$ cat src/scan_pkg.sv
// Constants, register map and state encodings of the CRC memory scanner block.
// Assumes a 32-bit Avalon-MM slave port with word-aligned byte addresses.
// Function
// - Accumulator low byte write loads, read returns
// - Shifter bytes read-only, show live shifter value
// - Polynomial term bits 15..1, bit 0 reads zero
// - Enable clear resets scanner state machines
// - Enable clear leaves all other registers unchanged
// - Go set: fetch per mode on CRC ready
// - Hardware clears go when current exceeds end
// - Interrupt management masks go during interrupts
// - Busy while fetching, or enabled with go in effect and CRC ready
// - Invalid flag when address beyond program memory
// - Interrupt management per mode behaviour
// - Current address fetched, then incremented
// - Address writes ignored while go set
// - End address register, reset zero, compared
// - Trigger select picks event, high codes reserved
package scan_pkg;

    localparam int ADDR_W = 6;

    localparam logic [5:0] OFF_ACC_LO = 6'h00;
    localparam logic [5:0] OFF_ACC_HI = 6'h04;
    localparam logic [5:0] OFF_SHIFT_LO = 6'h08;
    localparam logic [5:0] OFF_SHIFT_HI = 6'h0c;
    localparam logic [5:0] OFF_POLY_LO = 6'h10;
    localparam logic [5:0] OFF_POLY_HI = 6'h14;
    localparam logic [5:0] OFF_CTRL = 6'h18;
    localparam logic [5:0] OFF_CUR_LO = 6'h1c;
    localparam logic [5:0] OFF_CUR_HI = 6'h20;
    localparam logic [5:0] OFF_END_LO = 6'h24;
    localparam logic [5:0] OFF_END_HI = 6'h28;
    localparam logic [5:0] OFF_TRIG = 6'h2c;
    localparam logic [5:0] OFF_IRQ_STAT = 6'h30;
    localparam logic [5:0] OFF_IRQ_MASK = 6'h34;

    // Control register bit positions.
    localparam int CTRL_EN = 7;
    localparam int CTRL_GO = 6;
    localparam int CTRL_BUSY = 5;
    localparam int CTRL_INVALID = 4;
    localparam int CTRL_IRQ_HANDLING_SELECT = 3;

    // Interrupt status bit positions.
    localparam int IRQ_DONE = 0;
    localparam int IRQ_INVALID = 1;
    localparam int IRQ_W = 2;

    localparam logic [1:0] MODE_CONCURRENT = 2'h0;
    localparam logic [1:0] MODE_BURST = 2'h1;
    localparam logic [1:0] MODE_PEEK = 2'h2;
    localparam logic [1:0] MODE_TRIGGERED = 2'h3;

    localparam int TRIG_SOURCES = 10;
    localparam logic [16:0] MEM_WORDS_DEFAULT = 17'h04000;

    localparam logic [15:0] ADDR_RESET = 16'h0000;
    localparam logic [15:0] POLY_RESET = 16'h0000;

    typedef enum logic [2:0] {
        ST_IDLE = 3'b001,
        ST_FETCH = 3'b010,
        ST_DELIVER = 3'b100
    } scan_state_e;

endpackage

$ cat src/crc_memory_scanner_regs.sv
// Register file and program-memory scanner that feeds words to an external CRC engine.
// Assumes the CRC engine owns the accumulator and shifter, and a memory port answers
// each request with a one-cycle acknowledge carrying the word.
//
// Local design decisions: the register addresses and register access over Avalon-MM.
`timescale 1ns/1ps
module crc_memory_scanner_regs #(
    parameter int DATA_W = 16,
    parameter logic [16:0] MEM_WORDS = scan_pkg::MEM_WORDS_DEFAULT
) (
    // Clock and reset
    input wire logic clk,
    input wire logic rst,
    // Avalon-MM slave
    input wire logic [scan_pkg::ADDR_W-1:0] address,
    input wire logic read,
    input wire logic write,
    input wire logic [31:0] writedata,
    input wire logic [3:0] byteenable,
    output logic [31:0] readdata,
    output logic waitrequest,
    // CRC engine
    input wire logic [15:0] crc_accum_in,
    input wire logic [15:0] crc_shift_in,
    input wire logic crc_ready,
    output logic crc_acc_wr_lo,
    output logic crc_acc_wr_hi,
    output logic [7:0] crc_acc_wr_data,
    output logic [15:0] crc_poly_terms,
    output logic [DATA_W-1:0] crc_data,
    output logic crc_data_valid,
    // Program memory fetch port
    output logic mem_req,
    output logic [15:0] mem_addr,
    input wire logic mem_ack,
    input wire logic [DATA_W-1:0] mem_rdata,
    // Core side
    input wire logic irq_active,
    input wire logic cpu_free_slot,
    input wire logic [scan_pkg::TRIG_SOURCES-1:0] trig_in,
    output logic cpu_stall,
    output logic irq
);

    typedef struct packed {
        logic ack;
        logic [7:0] rdata;
        logic acc_wr_lo;
        logic acc_wr_hi;
        logic [7:0] acc_wr_data;
        logic [15:1] poly;
        logic en;
        logic go;
        logic irq_handling_select;
        logic [1:0] mode;
        logic [3:0] trigger_source_select;
        logic [15:0] cur;
        logic [15:0] fin;
        logic [scan_pkg::IRQ_W-1:0] stat;
        logic [scan_pkg::IRQ_W-1:0] mask;
        scan_pkg::scan_state_e st;
        logic trig_pend;
        logic [DATA_W-1:0] data;
        logic data_valid;
        logic inv_prev;
    } regs_s;

    regs_s q;
    regs_s d;

    logic req;
    logic take;
    logic wr_lane;
    logic go_eff;
    logic past_end;
    logic invalid;
    logic busy;
    logic trig_sel;
    logic slot_ok;
    logic [7:0] rd_mux;
    logic [7:0] ctrl_rd;

    assign req = read | write;
    assign waitrequest = req & ~q.ack;
    assign take = req & q.ack;
    assign wr_lane = write & take & byteenable[0];

    // A request in the interrupt window is the only way go is overridden; peek ignores it.
    assign go_eff = q.go & ~(q.irq_handling_select & irq_active & (q.mode != scan_pkg::MODE_PEEK));
    assign past_end = q.cur > q.fin;
    assign invalid = {1'b0, q.cur} >= MEM_WORDS;
    assign busy = (q.st != scan_pkg::ST_IDLE) | (q.en & go_eff & crc_ready);

    // Reserved select codes match no source, so triggered mode simply waits.
    assign trig_sel = (q.trigger_source_select < 4'(scan_pkg::TRIG_SOURCES)) ? trig_in[q.trigger_source_select] : 1'b0;

    always_comb begin
        slot_ok = 1'b1;
        unique case (q.mode)
            scan_pkg::MODE_CONCURRENT: slot_ok = 1'b1;
            scan_pkg::MODE_BURST: slot_ok = 1'b1;
            scan_pkg::MODE_PEEK: slot_ok = cpu_free_slot;
            scan_pkg::MODE_TRIGGERED: slot_ok = q.trig_pend;
        endcase
    end

    always_comb begin
        ctrl_rd = 8'h00;
        ctrl_rd[scan_pkg::CTRL_EN] = q.en;
        ctrl_rd[scan_pkg::CTRL_GO] = q.go;
        ctrl_rd[scan_pkg::CTRL_BUSY] = busy;
        ctrl_rd[scan_pkg::CTRL_INVALID] = invalid;
        ctrl_rd[scan_pkg::CTRL_IRQ_HANDLING_SELECT] = q.irq_handling_select;
        ctrl_rd[1:0] = q.mode;
    end

    always_comb begin
        rd_mux = 8'h00;
        case (address)
            scan_pkg::OFF_ACC_LO: rd_mux = crc_accum_in[7:0];
            scan_pkg::OFF_ACC_HI: rd_mux = crc_accum_in[15:8];
            scan_pkg::OFF_SHIFT_LO: rd_mux = crc_shift_in[7:0];
            scan_pkg::OFF_SHIFT_HI: rd_mux = crc_shift_in[15:8];
            scan_pkg::OFF_POLY_LO: rd_mux = {q.poly[7:1], 1'b0};
            scan_pkg::OFF_POLY_HI: rd_mux = q.poly[15:8];
            scan_pkg::OFF_CTRL: rd_mux = ctrl_rd;
            scan_pkg::OFF_CUR_LO: rd_mux = q.cur[7:0];
            scan_pkg::OFF_CUR_HI: rd_mux = q.cur[15:8];
            scan_pkg::OFF_END_LO: rd_mux = q.fin[7:0];
            scan_pkg::OFF_END_HI: rd_mux = q.fin[15:8];
            scan_pkg::OFF_TRIG: rd_mux = {4'h0, q.trigger_source_select};
            scan_pkg::OFF_IRQ_STAT: rd_mux = {6'h00, q.stat};
            scan_pkg::OFF_IRQ_MASK: rd_mux = {6'h00, q.mask};
            default: rd_mux = 8'h00;
        endcase
    end

    always_comb begin
        d = q;
        d.ack = req & ~q.ack;
        d.rdata = rd_mux;
        d.acc_wr_lo = 1'b0;
        d.acc_wr_hi = 1'b0;
        d.data_valid = 1'b0;
        d.inv_prev = invalid;

        // Register writes; address pairs are frozen while a scan is armed.
        if (wr_lane) begin
            case (address)
                scan_pkg::OFF_ACC_LO: begin
                    d.acc_wr_lo = 1'b1;
                    d.acc_wr_data = writedata[7:0];
                end
                scan_pkg::OFF_ACC_HI: begin
                    d.acc_wr_hi = 1'b1;
                    d.acc_wr_data = writedata[7:0];
                end
                scan_pkg::OFF_POLY_LO: d.poly[7:1] = writedata[7:1];
                scan_pkg::OFF_POLY_HI: d.poly[15:8] = writedata[7:0];
                scan_pkg::OFF_CTRL: begin
                    d.en = writedata[scan_pkg::CTRL_EN];
                    d.go = writedata[scan_pkg::CTRL_GO];
                    d.irq_handling_select = writedata[scan_pkg::CTRL_IRQ_HANDLING_SELECT];
                    d.mode = writedata[1:0];
                end
                scan_pkg::OFF_CUR_LO: if (!q.go) d.cur[7:0] = writedata[7:0];
                scan_pkg::OFF_CUR_HI: if (!q.go) d.cur[15:8] = writedata[7:0];
                scan_pkg::OFF_END_LO: if (!q.go) d.fin[7:0] = writedata[7:0];
                scan_pkg::OFF_END_HI: if (!q.go) d.fin[15:8] = writedata[7:0];
                scan_pkg::OFF_TRIG: d.trigger_source_select = writedata[3:0];
                scan_pkg::OFF_IRQ_MASK: d.mask = writedata[scan_pkg::IRQ_W-1:0];
                default: ;
            endcase
        end

        // Reading the status clears it; events below are applied after, so a set wins.
        if (read && take && address == scan_pkg::OFF_IRQ_STAT) begin
            d.stat = '0;
        end

        unique case (q.st)
            scan_pkg::ST_IDLE: begin
                if (q.en && go_eff && crc_ready && slot_ok && !past_end && !invalid) begin
                    d.st = scan_pkg::ST_FETCH;
                    d.trig_pend = 1'b0;
                end
                // A scan only finishes between data cycles, never in the middle of one.
                if (q.en && q.go && (past_end || invalid)) begin
                    d.go = 1'b0;
                    d.stat[scan_pkg::IRQ_DONE] = 1'b1;
                end
            end
            scan_pkg::ST_FETCH: begin
                // The word is shown to the CRC while the address still names it.
                if (mem_ack) begin
                    d.data = mem_rdata;
                    d.data_valid = 1'b1;
                    d.st = scan_pkg::ST_DELIVER;
                end
            end
            scan_pkg::ST_DELIVER: begin
                d.cur = q.cur + 16'h0001;
                d.st = scan_pkg::ST_IDLE;
            end
        endcase

        // Applied after the fetch start, so a trigger in the consuming cycle is not lost.
        if (q.mode == scan_pkg::MODE_TRIGGERED && trig_sel) begin
            d.trig_pend = 1'b1;
        end

        if (invalid && !q.inv_prev) begin
            d.stat[scan_pkg::IRQ_INVALID] = 1'b1;
        end

        // Disabling only resets sequencing; the stored registers keep their contents.
        if (!q.en) begin
            d.st = scan_pkg::ST_IDLE;
            d.trig_pend = 1'b0;
            d.data_valid = 1'b0;
        end
    end

    always_ff @(posedge clk) begin
        if (rst) begin
            q <= '{
                ack: 1'b0,
                rdata: 8'h00,
                acc_wr_lo: 1'b0,
                acc_wr_hi: 1'b0,
                acc_wr_data: 8'h00,
                poly: scan_pkg::POLY_RESET[15:1],
                en: 1'b0,
                go: 1'b0,
                irq_handling_select: 1'b0,
                mode: scan_pkg::MODE_CONCURRENT,
                trigger_source_select: 4'h0,
                cur: scan_pkg::ADDR_RESET,
                fin: scan_pkg::ADDR_RESET,
                stat: '0,
                mask: '0,
                st: scan_pkg::ST_IDLE,
                trig_pend: 1'b0,
                data: '0,
                data_valid: 1'b0,
                inv_prev: 1'b0
            };
        end else begin
            q <= d;
        end
    end

    assign readdata = {24'h000000, q.rdata};
    assign crc_acc_wr_lo = q.acc_wr_lo;
    assign crc_acc_wr_hi = q.acc_wr_hi;
    assign crc_acc_wr_data = q.acc_wr_data;
    assign crc_poly_terms = {q.poly, 1'b0};
    assign crc_data = q.data;
    assign crc_data_valid = q.data_valid;
    assign mem_req = (q.st == scan_pkg::ST_FETCH);
    assign mem_addr = q.cur;
    // Burst holds the core off until the range is done unless interrupts override go.
    assign cpu_stall = q.en & go_eff & (q.mode == scan_pkg::MODE_BURST);
    assign irq = |(q.stat & q.mask);

endmodule

$ cat config.mk
export PLATFORM = sky130hd
export DESIGN_NAME = crc_memory_scanner_regs
export DESIGN_NICKNAME = d
export VERILOG_FILES = /design/src/scan_pkg.sv /design/src/crc_memory_scanner_regs.sv
export SDC_FILE = /design/constraint.sdc
export NUM_CORES = 1
export LEC_CHECK = 0
export BUFFER_PORTS_ARGS = -buffer_cell sky130_fd_sc_hd__buf_2
export CORE_AREA = 5 5 113 115
export DETAILED_ROUTE_END_ITERATION = 8
export DIE_AREA = 0 0 118 120
export PLACE_DENSITY_LB_ADDON = 0.3
export SYNTH_ARGS = -nofsm -noshare
export SYNTH_HDL_FRONTEND = slang
export SYNTH_SLANG_ARGS = --single-unit
$ cat constraint.sdc
create_clock -name clk -period 3.19 [get_ports clk]
set_clock_uncertainty 0.2 [all_clocks]
set_input_delay 0.638 -clock clk [delete_from_list [all_inputs] [get_ports clk]]
set_output_delay 0.638 -clock clk [all_outputs]
set_load 0.01 [all_outputs]
==> results of run 1 <==
==> registers in the layout, summed over array words and instances (netlist names) <==
register and count:
q 30, crc_data 16, mem_addr 16, crc_poly_terms 15, crc_acc_wr_data 8, readdata 8
ctrl_rd 5, crc_acc_wr_hi 1, crc_acc_wr_lo 1, crc_data_valid 1
==> worst max-delay path, cell delays in order, from the launching register on <==
cell and delay [ps]:
dfxtp_1 370, inv_1 90, ha_1 310, a2111oi_0 410
o221ai_1 220, a211oi_1 310, o21ai_0 290, a2111oi_0 470
nor2_1 90
==> layer usage <==
metal	wire, microns	up-vias	GRT usage, %
met5	0	-	0
met4	503	0	10.75
met3	1475	38	4.571
met2	9314	271	42.57
met1	7933	2708	33.28
li1	-	2649	-
==> power by group <==
part	switching [mW]	internal, mW
clock network	0.530	0.621
logic	0.116	0.0567
registers	0.00194	1.26
==> cells in the final DEF, fill, tap and decap left out, drive strengths merged, types with 4 or more instances in the layout <==
cell / instances
a211oi: 5
a21oi: 80
a221oi: 10
a222oi: 5
a22o: 8
a22oi: 24
a311oi: 4
a31oi: 6
and3: 8
buf: 174
clkbuf: 9
conb: 25
dfxtp: 101
ha: 17
inv: 25
mux2i: 18
nand2: 113
nand3: 45
nand4: 6
nor2: 59
nor3: 12
o21ai: 9
o22ai: 4
o31ai: 4
==> worst max-delay path by stage <==
stage | startpoint | slack, ps | end
2_1_floorplan | address[4] | 650 | mem_addr[12]
3_3_place_gp | address[4] | 340 | q[26]
3_5_place_dp | address[4] | 320 | q[32]
4_1_cts | q[41] | 370 | q[18]
5_1_grt | q[41] | 230 | q[18]
6_report | q[41] | 320 | q[18]
==> metrics by stage <==
step	cell area (sq um)	util (%)	cells	hold WS, ps	worst slack, ps
after floorplan	5912	-	754	236.7	654.4
after detailed placement	6200	52.94	949	243.4	317.1
final	6506	55.56	965	255.0	316.9
after global placement	6200	52.94	949	239.2	339.2
after global routing	6506	55.56	965	284.3	228.8
after CTS	6506	55.56	965	253.7	369.5
==> kinds of logic after synthesis <==
family | after synthesis
flops | 101
simple gates | 268
other cells | 1
buf+inv | 148
fa+ha+maj | 17
xor+xnor | 1
compound gates | 174
mux | 20
==> layout make-up <==
| type | count | area [sq um] |
|---|---|---|
| Fill cell | 1135 | 5205 |
| Multi-Input combinational cell | 505 | 2980 |
| Sequential cell | 101 | 2022 |
| Timing Repair Buffer | 174 | 930.9 |
| Clock buffer | 9 | 225.2 |
| Tap cell | 147 | 183.9 |
| Inverter | 22 | 82.58 |
| Clock inverter | 7 | 81.33 |
==> impl_metrics.yaml, run 1 <==
run_status:
  status: "finished, final reports clean"
drt:
  viasPerCell: 5.872
  post_drt_wl_per_cell_microns: 19.92
  drcViolationCount: 0
  wirelength_microns: 19230
  drt_iter0_markers: 620
  drtAntennaViolNets: 0
  vias: 5666
  drt_pass1_iterations: 5
placed_design:
  portBuffers: 150
  gp_congestion: 0.9687
  dp_hpwl_microns: 14290
power:
  peakVddDrop_uv: 342.0
  power.total_mw: 2.587
  power.density_nw_per_um2: 397.6
  leakagePower_nw: 2.674
logic_synthesis:
  synth.avg_cell_area_sq_um: 7.975
  synth_most_common_cell: "nand2_1"
  async_flop_share_pct: 0
  yosys_most_used_dff: "dfxtp_1"
  synth_fa_ha_area_share_pct: 3.654
  ys_top_cells_by_area: "dfxtp_1, buf_4, nand2_1, a21oi_1, nand3_1"
  synth_top_family_by_area: "simple AND/OR/NAND/NOR gates"
  synth_edf_count: 0
  synth_mux_area_share_pct: 3.675
  synth_common_cells: "nand2_1, dfxtp_1, buf_4"
  synth_simple_gate_area_share_pct: 21.96
  synth_compound_area_share_pct: 20.14
  syn_inst: 730
  synthDominantCellAreaShare_pct: 34.73
  netlist_area_sq_um: 5822
  ys_seq_elements: 101
  synth-xor-area-share_pct: 0.1504
  ys_types: 65
  yosys_warnings: 0
  synth_area_leader_cell: "dfxtp_1"
  synth_seq_area_share_pct: 34.73
worst_setup_path:
  end_kind: "flop"
  r2r_start: "q[41]"
  arrival_ps: 2910
  r2r-end: "q[18]"
  reg2reg_setup_slack_ps: 320
  path_class: "reg2reg"
  worstPathMaxFanout: 3
  r2r_cells: 8
  crit_path_start_kind: "flop"
  required_ps: 3230
clocking:
  cts_num_sinks: 101
  cts_setup_buffers: 0
  cts_resized: 0
  htree_levels: 3
  clk_latency_ps: 360
  cts_inserted_buffers: 9
  worst_setup_hold_path_clk_slew_ps: 70
  root_buffer: "clkbuf_16"
  cts_tree: "done"
  cts_max_path_buffers: 2
  hold_buffers: 0
flow_run:
  maxCapViolations: 0
layout:
  antenna_cells: 0
  drive_gt1_share_pct: 26.28
  num-nets-final: 938
  syn2layout_area_growth_pct: 11.76
timing:
  setup_viol: 0
  relSlewSlack_pct: 50.72
  fin_crit_sh_pct: 90.07
  fmax_mhz: 348.1
  rsz0062_at_grt: "false"
  hold_viol: 0
  slew_violations: 0
  worst_pin_slew_ps: 739.3
  fin_tns_setup_ps: 0
  post-route-min-period_ps: 2873
die:
  io_pins: 203
  rows: 40
  fp.dieW_microns: 118
  start_util_pct: 49.71
  fp.dieArea_sq_um: 14160
  die_height_microns: 120
  coreArea_sq_um: 11710
global_routing:
  grt_max_degree: 62
  grt_pass1_wl_microns: 29100
  antenna_found_initial: 0
  grt-ovfl-total: 0
  grt_pass1_vias: 5357
  grt_use_total_pct: 25.80
min_path:
  holdPathEnd: "crc_data[8]"
  min_path_type: "reg2reg"
  min-delay-start: "crc_data[8]"
  holdPathStages: 2
(Power assumes the default switching activity.)
==> run 2: changes to the inputs <==
--- a/config.mk
+++ b/config.mk
@@ -10,6 +10,7 @@
 export DETAILED_ROUTE_END_ITERATION = 8
 export DIE_AREA = 0 0 118 120
 export PLACE_DENSITY_LB_ADDON = 0.3
+export REMOVE_ABC_BUFFERS = 1
 export SYNTH_ARGS = -nofsm -noshare
 export SYNTH_HDL_FRONTEND = slang
 export SYNTH_SLANG_ARGS = --single-unit
==> constraint.sdc (replaced) <==
create_clock -name clk -period 2.8 [get_ports clk]
set_clock_uncertainty 0.2 [all_clocks]
set_input_delay 0.56 -clock clk [delete_from_list [all_inputs] [get_ports clk]]
set_output_delay 0.56 -clock clk [all_outputs]
set_load 0.01 [all_outputs]
==> run 2 against run 1 <==
Net effect: sequential share of layout area fell by 0.45 points; global-route usage fell by 0.66 points; critical path depth did not move; routed wire length fell by 3.3%; worst setup slack got worse by 130 ps; final cell count rose by 1.3%; maximum frequency rose by 9.9%; critical endpoint unchanged; largest cell class unchanged.
==> impl_metrics.yaml, run 2 (synthesis gave the netlist of run 1 again) <==
global_routing:
  grt_use_total_pct: 25.14
  grt_pass1_vias: 5548
  grt_pass1_wl_microns: 28830
  grt_max_degree: 44
  grt-ovfl-total: 0
  antenna_found_initial: 0
clocking:
  cts_resized: 0
  htree_levels: 3
  cts_max_path_buffers: 2
  worst_setup_hold_path_clk_slew_ps: 80
  cts_tree: "done"
  cts_inserted_buffers: 9
  clk_latency_ps: 350
  cts_setup_buffers: 0
  hold_buffers: 0
  root_buffer: "clkbuf_16"
  cts_num_sinks: 101
worst_setup_path:
  crit_path_start_kind: "flop"
  path_cells: "inv_1 -> ha_1 -> a2111oi_0 -> o221ai_1 -> a211oi_1 -> o21ai_1 -> a2111oi_0 -> nor2_1"
  critPathCapture: "q[18]"
  r2r_start: "q[41]"
  reg2reg_setup_slack_ps: 190
  worstPathMaxFanout: 3
  slowest_delay_ps: 420
  slowest_stage: "a2111oi_0"
  required_ps: 2830
  r2r_cells: 8
  path_class: "reg2reg"
  arrival_ps: 2640
  end_kind: "flop"
  r2r-end: "q[18]"
  critPathMostFrequentCell: "a2111oi_0"
  crit_start: "q[41]"
die:
  io_pins: 203
  fp.dieW_microns: 118
  start_util_pct: 49.71
  rows: 40
  die_height_microns: 120
  coreArea_sq_um: 11710
  fp.dieArea_sq_um: 14160
placed_design:
  gp_congestion: 0.9162
  portBuffers: 150
  placed_cells: 962
  dp_hpwl_microns: 14050
drt:
  wirelength_microns: 18600
  viasPerCell: 5.890
  vias: 5760
  drt_pass1_iterations: 6
  post_drt_wl_per_cell_microns: 19.02
  drt_iter0_markers: 448
  drtAntennaViolNets: 0
  drcViolationCount: 0
layout:
  final_common_cell: "buf_2"
  multiInputGateArea_sq_um: 2980
  num-nets-final: 951
  syn2layout_area_growth_pct: 13.41
  fill_cells: 1127
  top_register: "q"
  mostFrequentLayoutCells: "buf_2, nand2_1, dfxtp_1, a21oi_1, nor2_1"
  largest_reg_flops: 30
  antenna_cells: 0
  seqCellArea_sq_um: 2022
  drive_gt1_share_pct: 27.44
  instances_no_fill: 978
power:
  p_comb_share_pct: 6.8
  peakVddDrop_uv: 376.2
  sw_frac_of_total_pct: 26.07
  p_sw_mw: 0.7517
  cellInternalPower_mw: 2.131
  power.total_mw: 2.883
  seq_power_share_pct: 49.9
  power.density_nw_per_um2: 436.6
  leakagePower_nw: 2.745
  pwr-share-clk_pct: 43.3
timing:
  hold_viol: 0
  setup_viol: 0
  relSlewSlack_pct: 52.80
  fin_crit_sh_pct: 93.39
  worst_pin_slew_ps: 706.3
  slew_violations: 0
  rsz0062_at_grt: "false"
  fmax_mhz: 382.4
  post-route-min-period_ps: 2615
flow_run:
  maxCapViolations: 0
min_path:
  min_path_type: "in2reg"
run_status:
  status: "finished, final reports clean"
run 2: changes by cell type in the layout (fill, tap and decap cells not counted), sizes merged:
cell	delta
buf	+13
inv	+1
clkinv	+2
clkinvlp	-2
bufinv	-1
run 2: through the flow:
stage,cell area [sq um],worst slack (ps),hold slack [ps],setup TNS [ps],util (%)
final,6603,185.1,239.8,0,56.38
after global routing,6603,20.90,237.8,0,56.38
after CTS,6603,128.1,234.6,0,56.38
after detailed placement,6310,-8.948,245.9,-8.948,53.88
after global placement,6310,72.42,240.5,0,53.88
after floorplan,5085,51.29,242.7,0,-
run 2: power by group through the flow:
| stage | sequential (mW) | clock, mW | combinational, mW |
|---|---|---|---|
| floorplan | 1.47 | 0 | 0.0550 |
| global placement | 1.47 | 0 | 0.188 |
| detailed placement | 1.47 | 0 | 0.190 |
| CTS | 1.44 | 1.27 | 0.190 |
| global route | 1.44 | 1.32 | 0.209 |
| finish | 1.44 | 1.25 | 0.195 |
run 2: cell type report:
cell class                      instances  share of cell area (%)
Clock buffer                            9                   3.411
Clock inverter                          7                   1.023
Inverter                               22                   1.251
Multi-Input combinational cell        505                   45.14
Sequential cell                       101                   30.62
Tap cell                              147                   2.786
Timing Repair Buffer                  187                   15.77
run 2: metal layers:
metal | routed length [microns] | track usage [%] | vias up
li1 | - | - | 2678
met1 | 7166 | 31.03 | 2685
met2 | 8820 | 41.09 | 336
met3 | 1806 | 6.079 | 61
met4 | 804 | 12.26 | 0
met5 | 0 | 0 | -
run 2: worst min-delay path by stage:
stage,start,end,slack (ps),depth (start not counted)
5_1_grt,mem_rdata[4],crc_data[4],240,3
3_5_place_dp,crc_data[13],crc_data[13],250,2
3_3_place_gp,crc_data[3],crc_data[3],240,2
4_1_cts,mem_rdata[7],crc_data[7],230,3
2_1_floorplan,q[33],q[33],240,2
6_report,mem_rdata[3],crc_data[3],240,3
run 2: worst max-delay path: cells and delay by family, from the launching register on:
| kind | cells | cell delay (ps) |
|---|---|---|
| AND/OR/NAND/NOR | 1 | 90 |
| flip-flops | 1 | 350 |
| buffers and inverters | 1 | 60 |
| adder cells (fa/ha/maj) | 1 | 310 |
| AO/OA/AOI/OAI | 5 | 1490 |
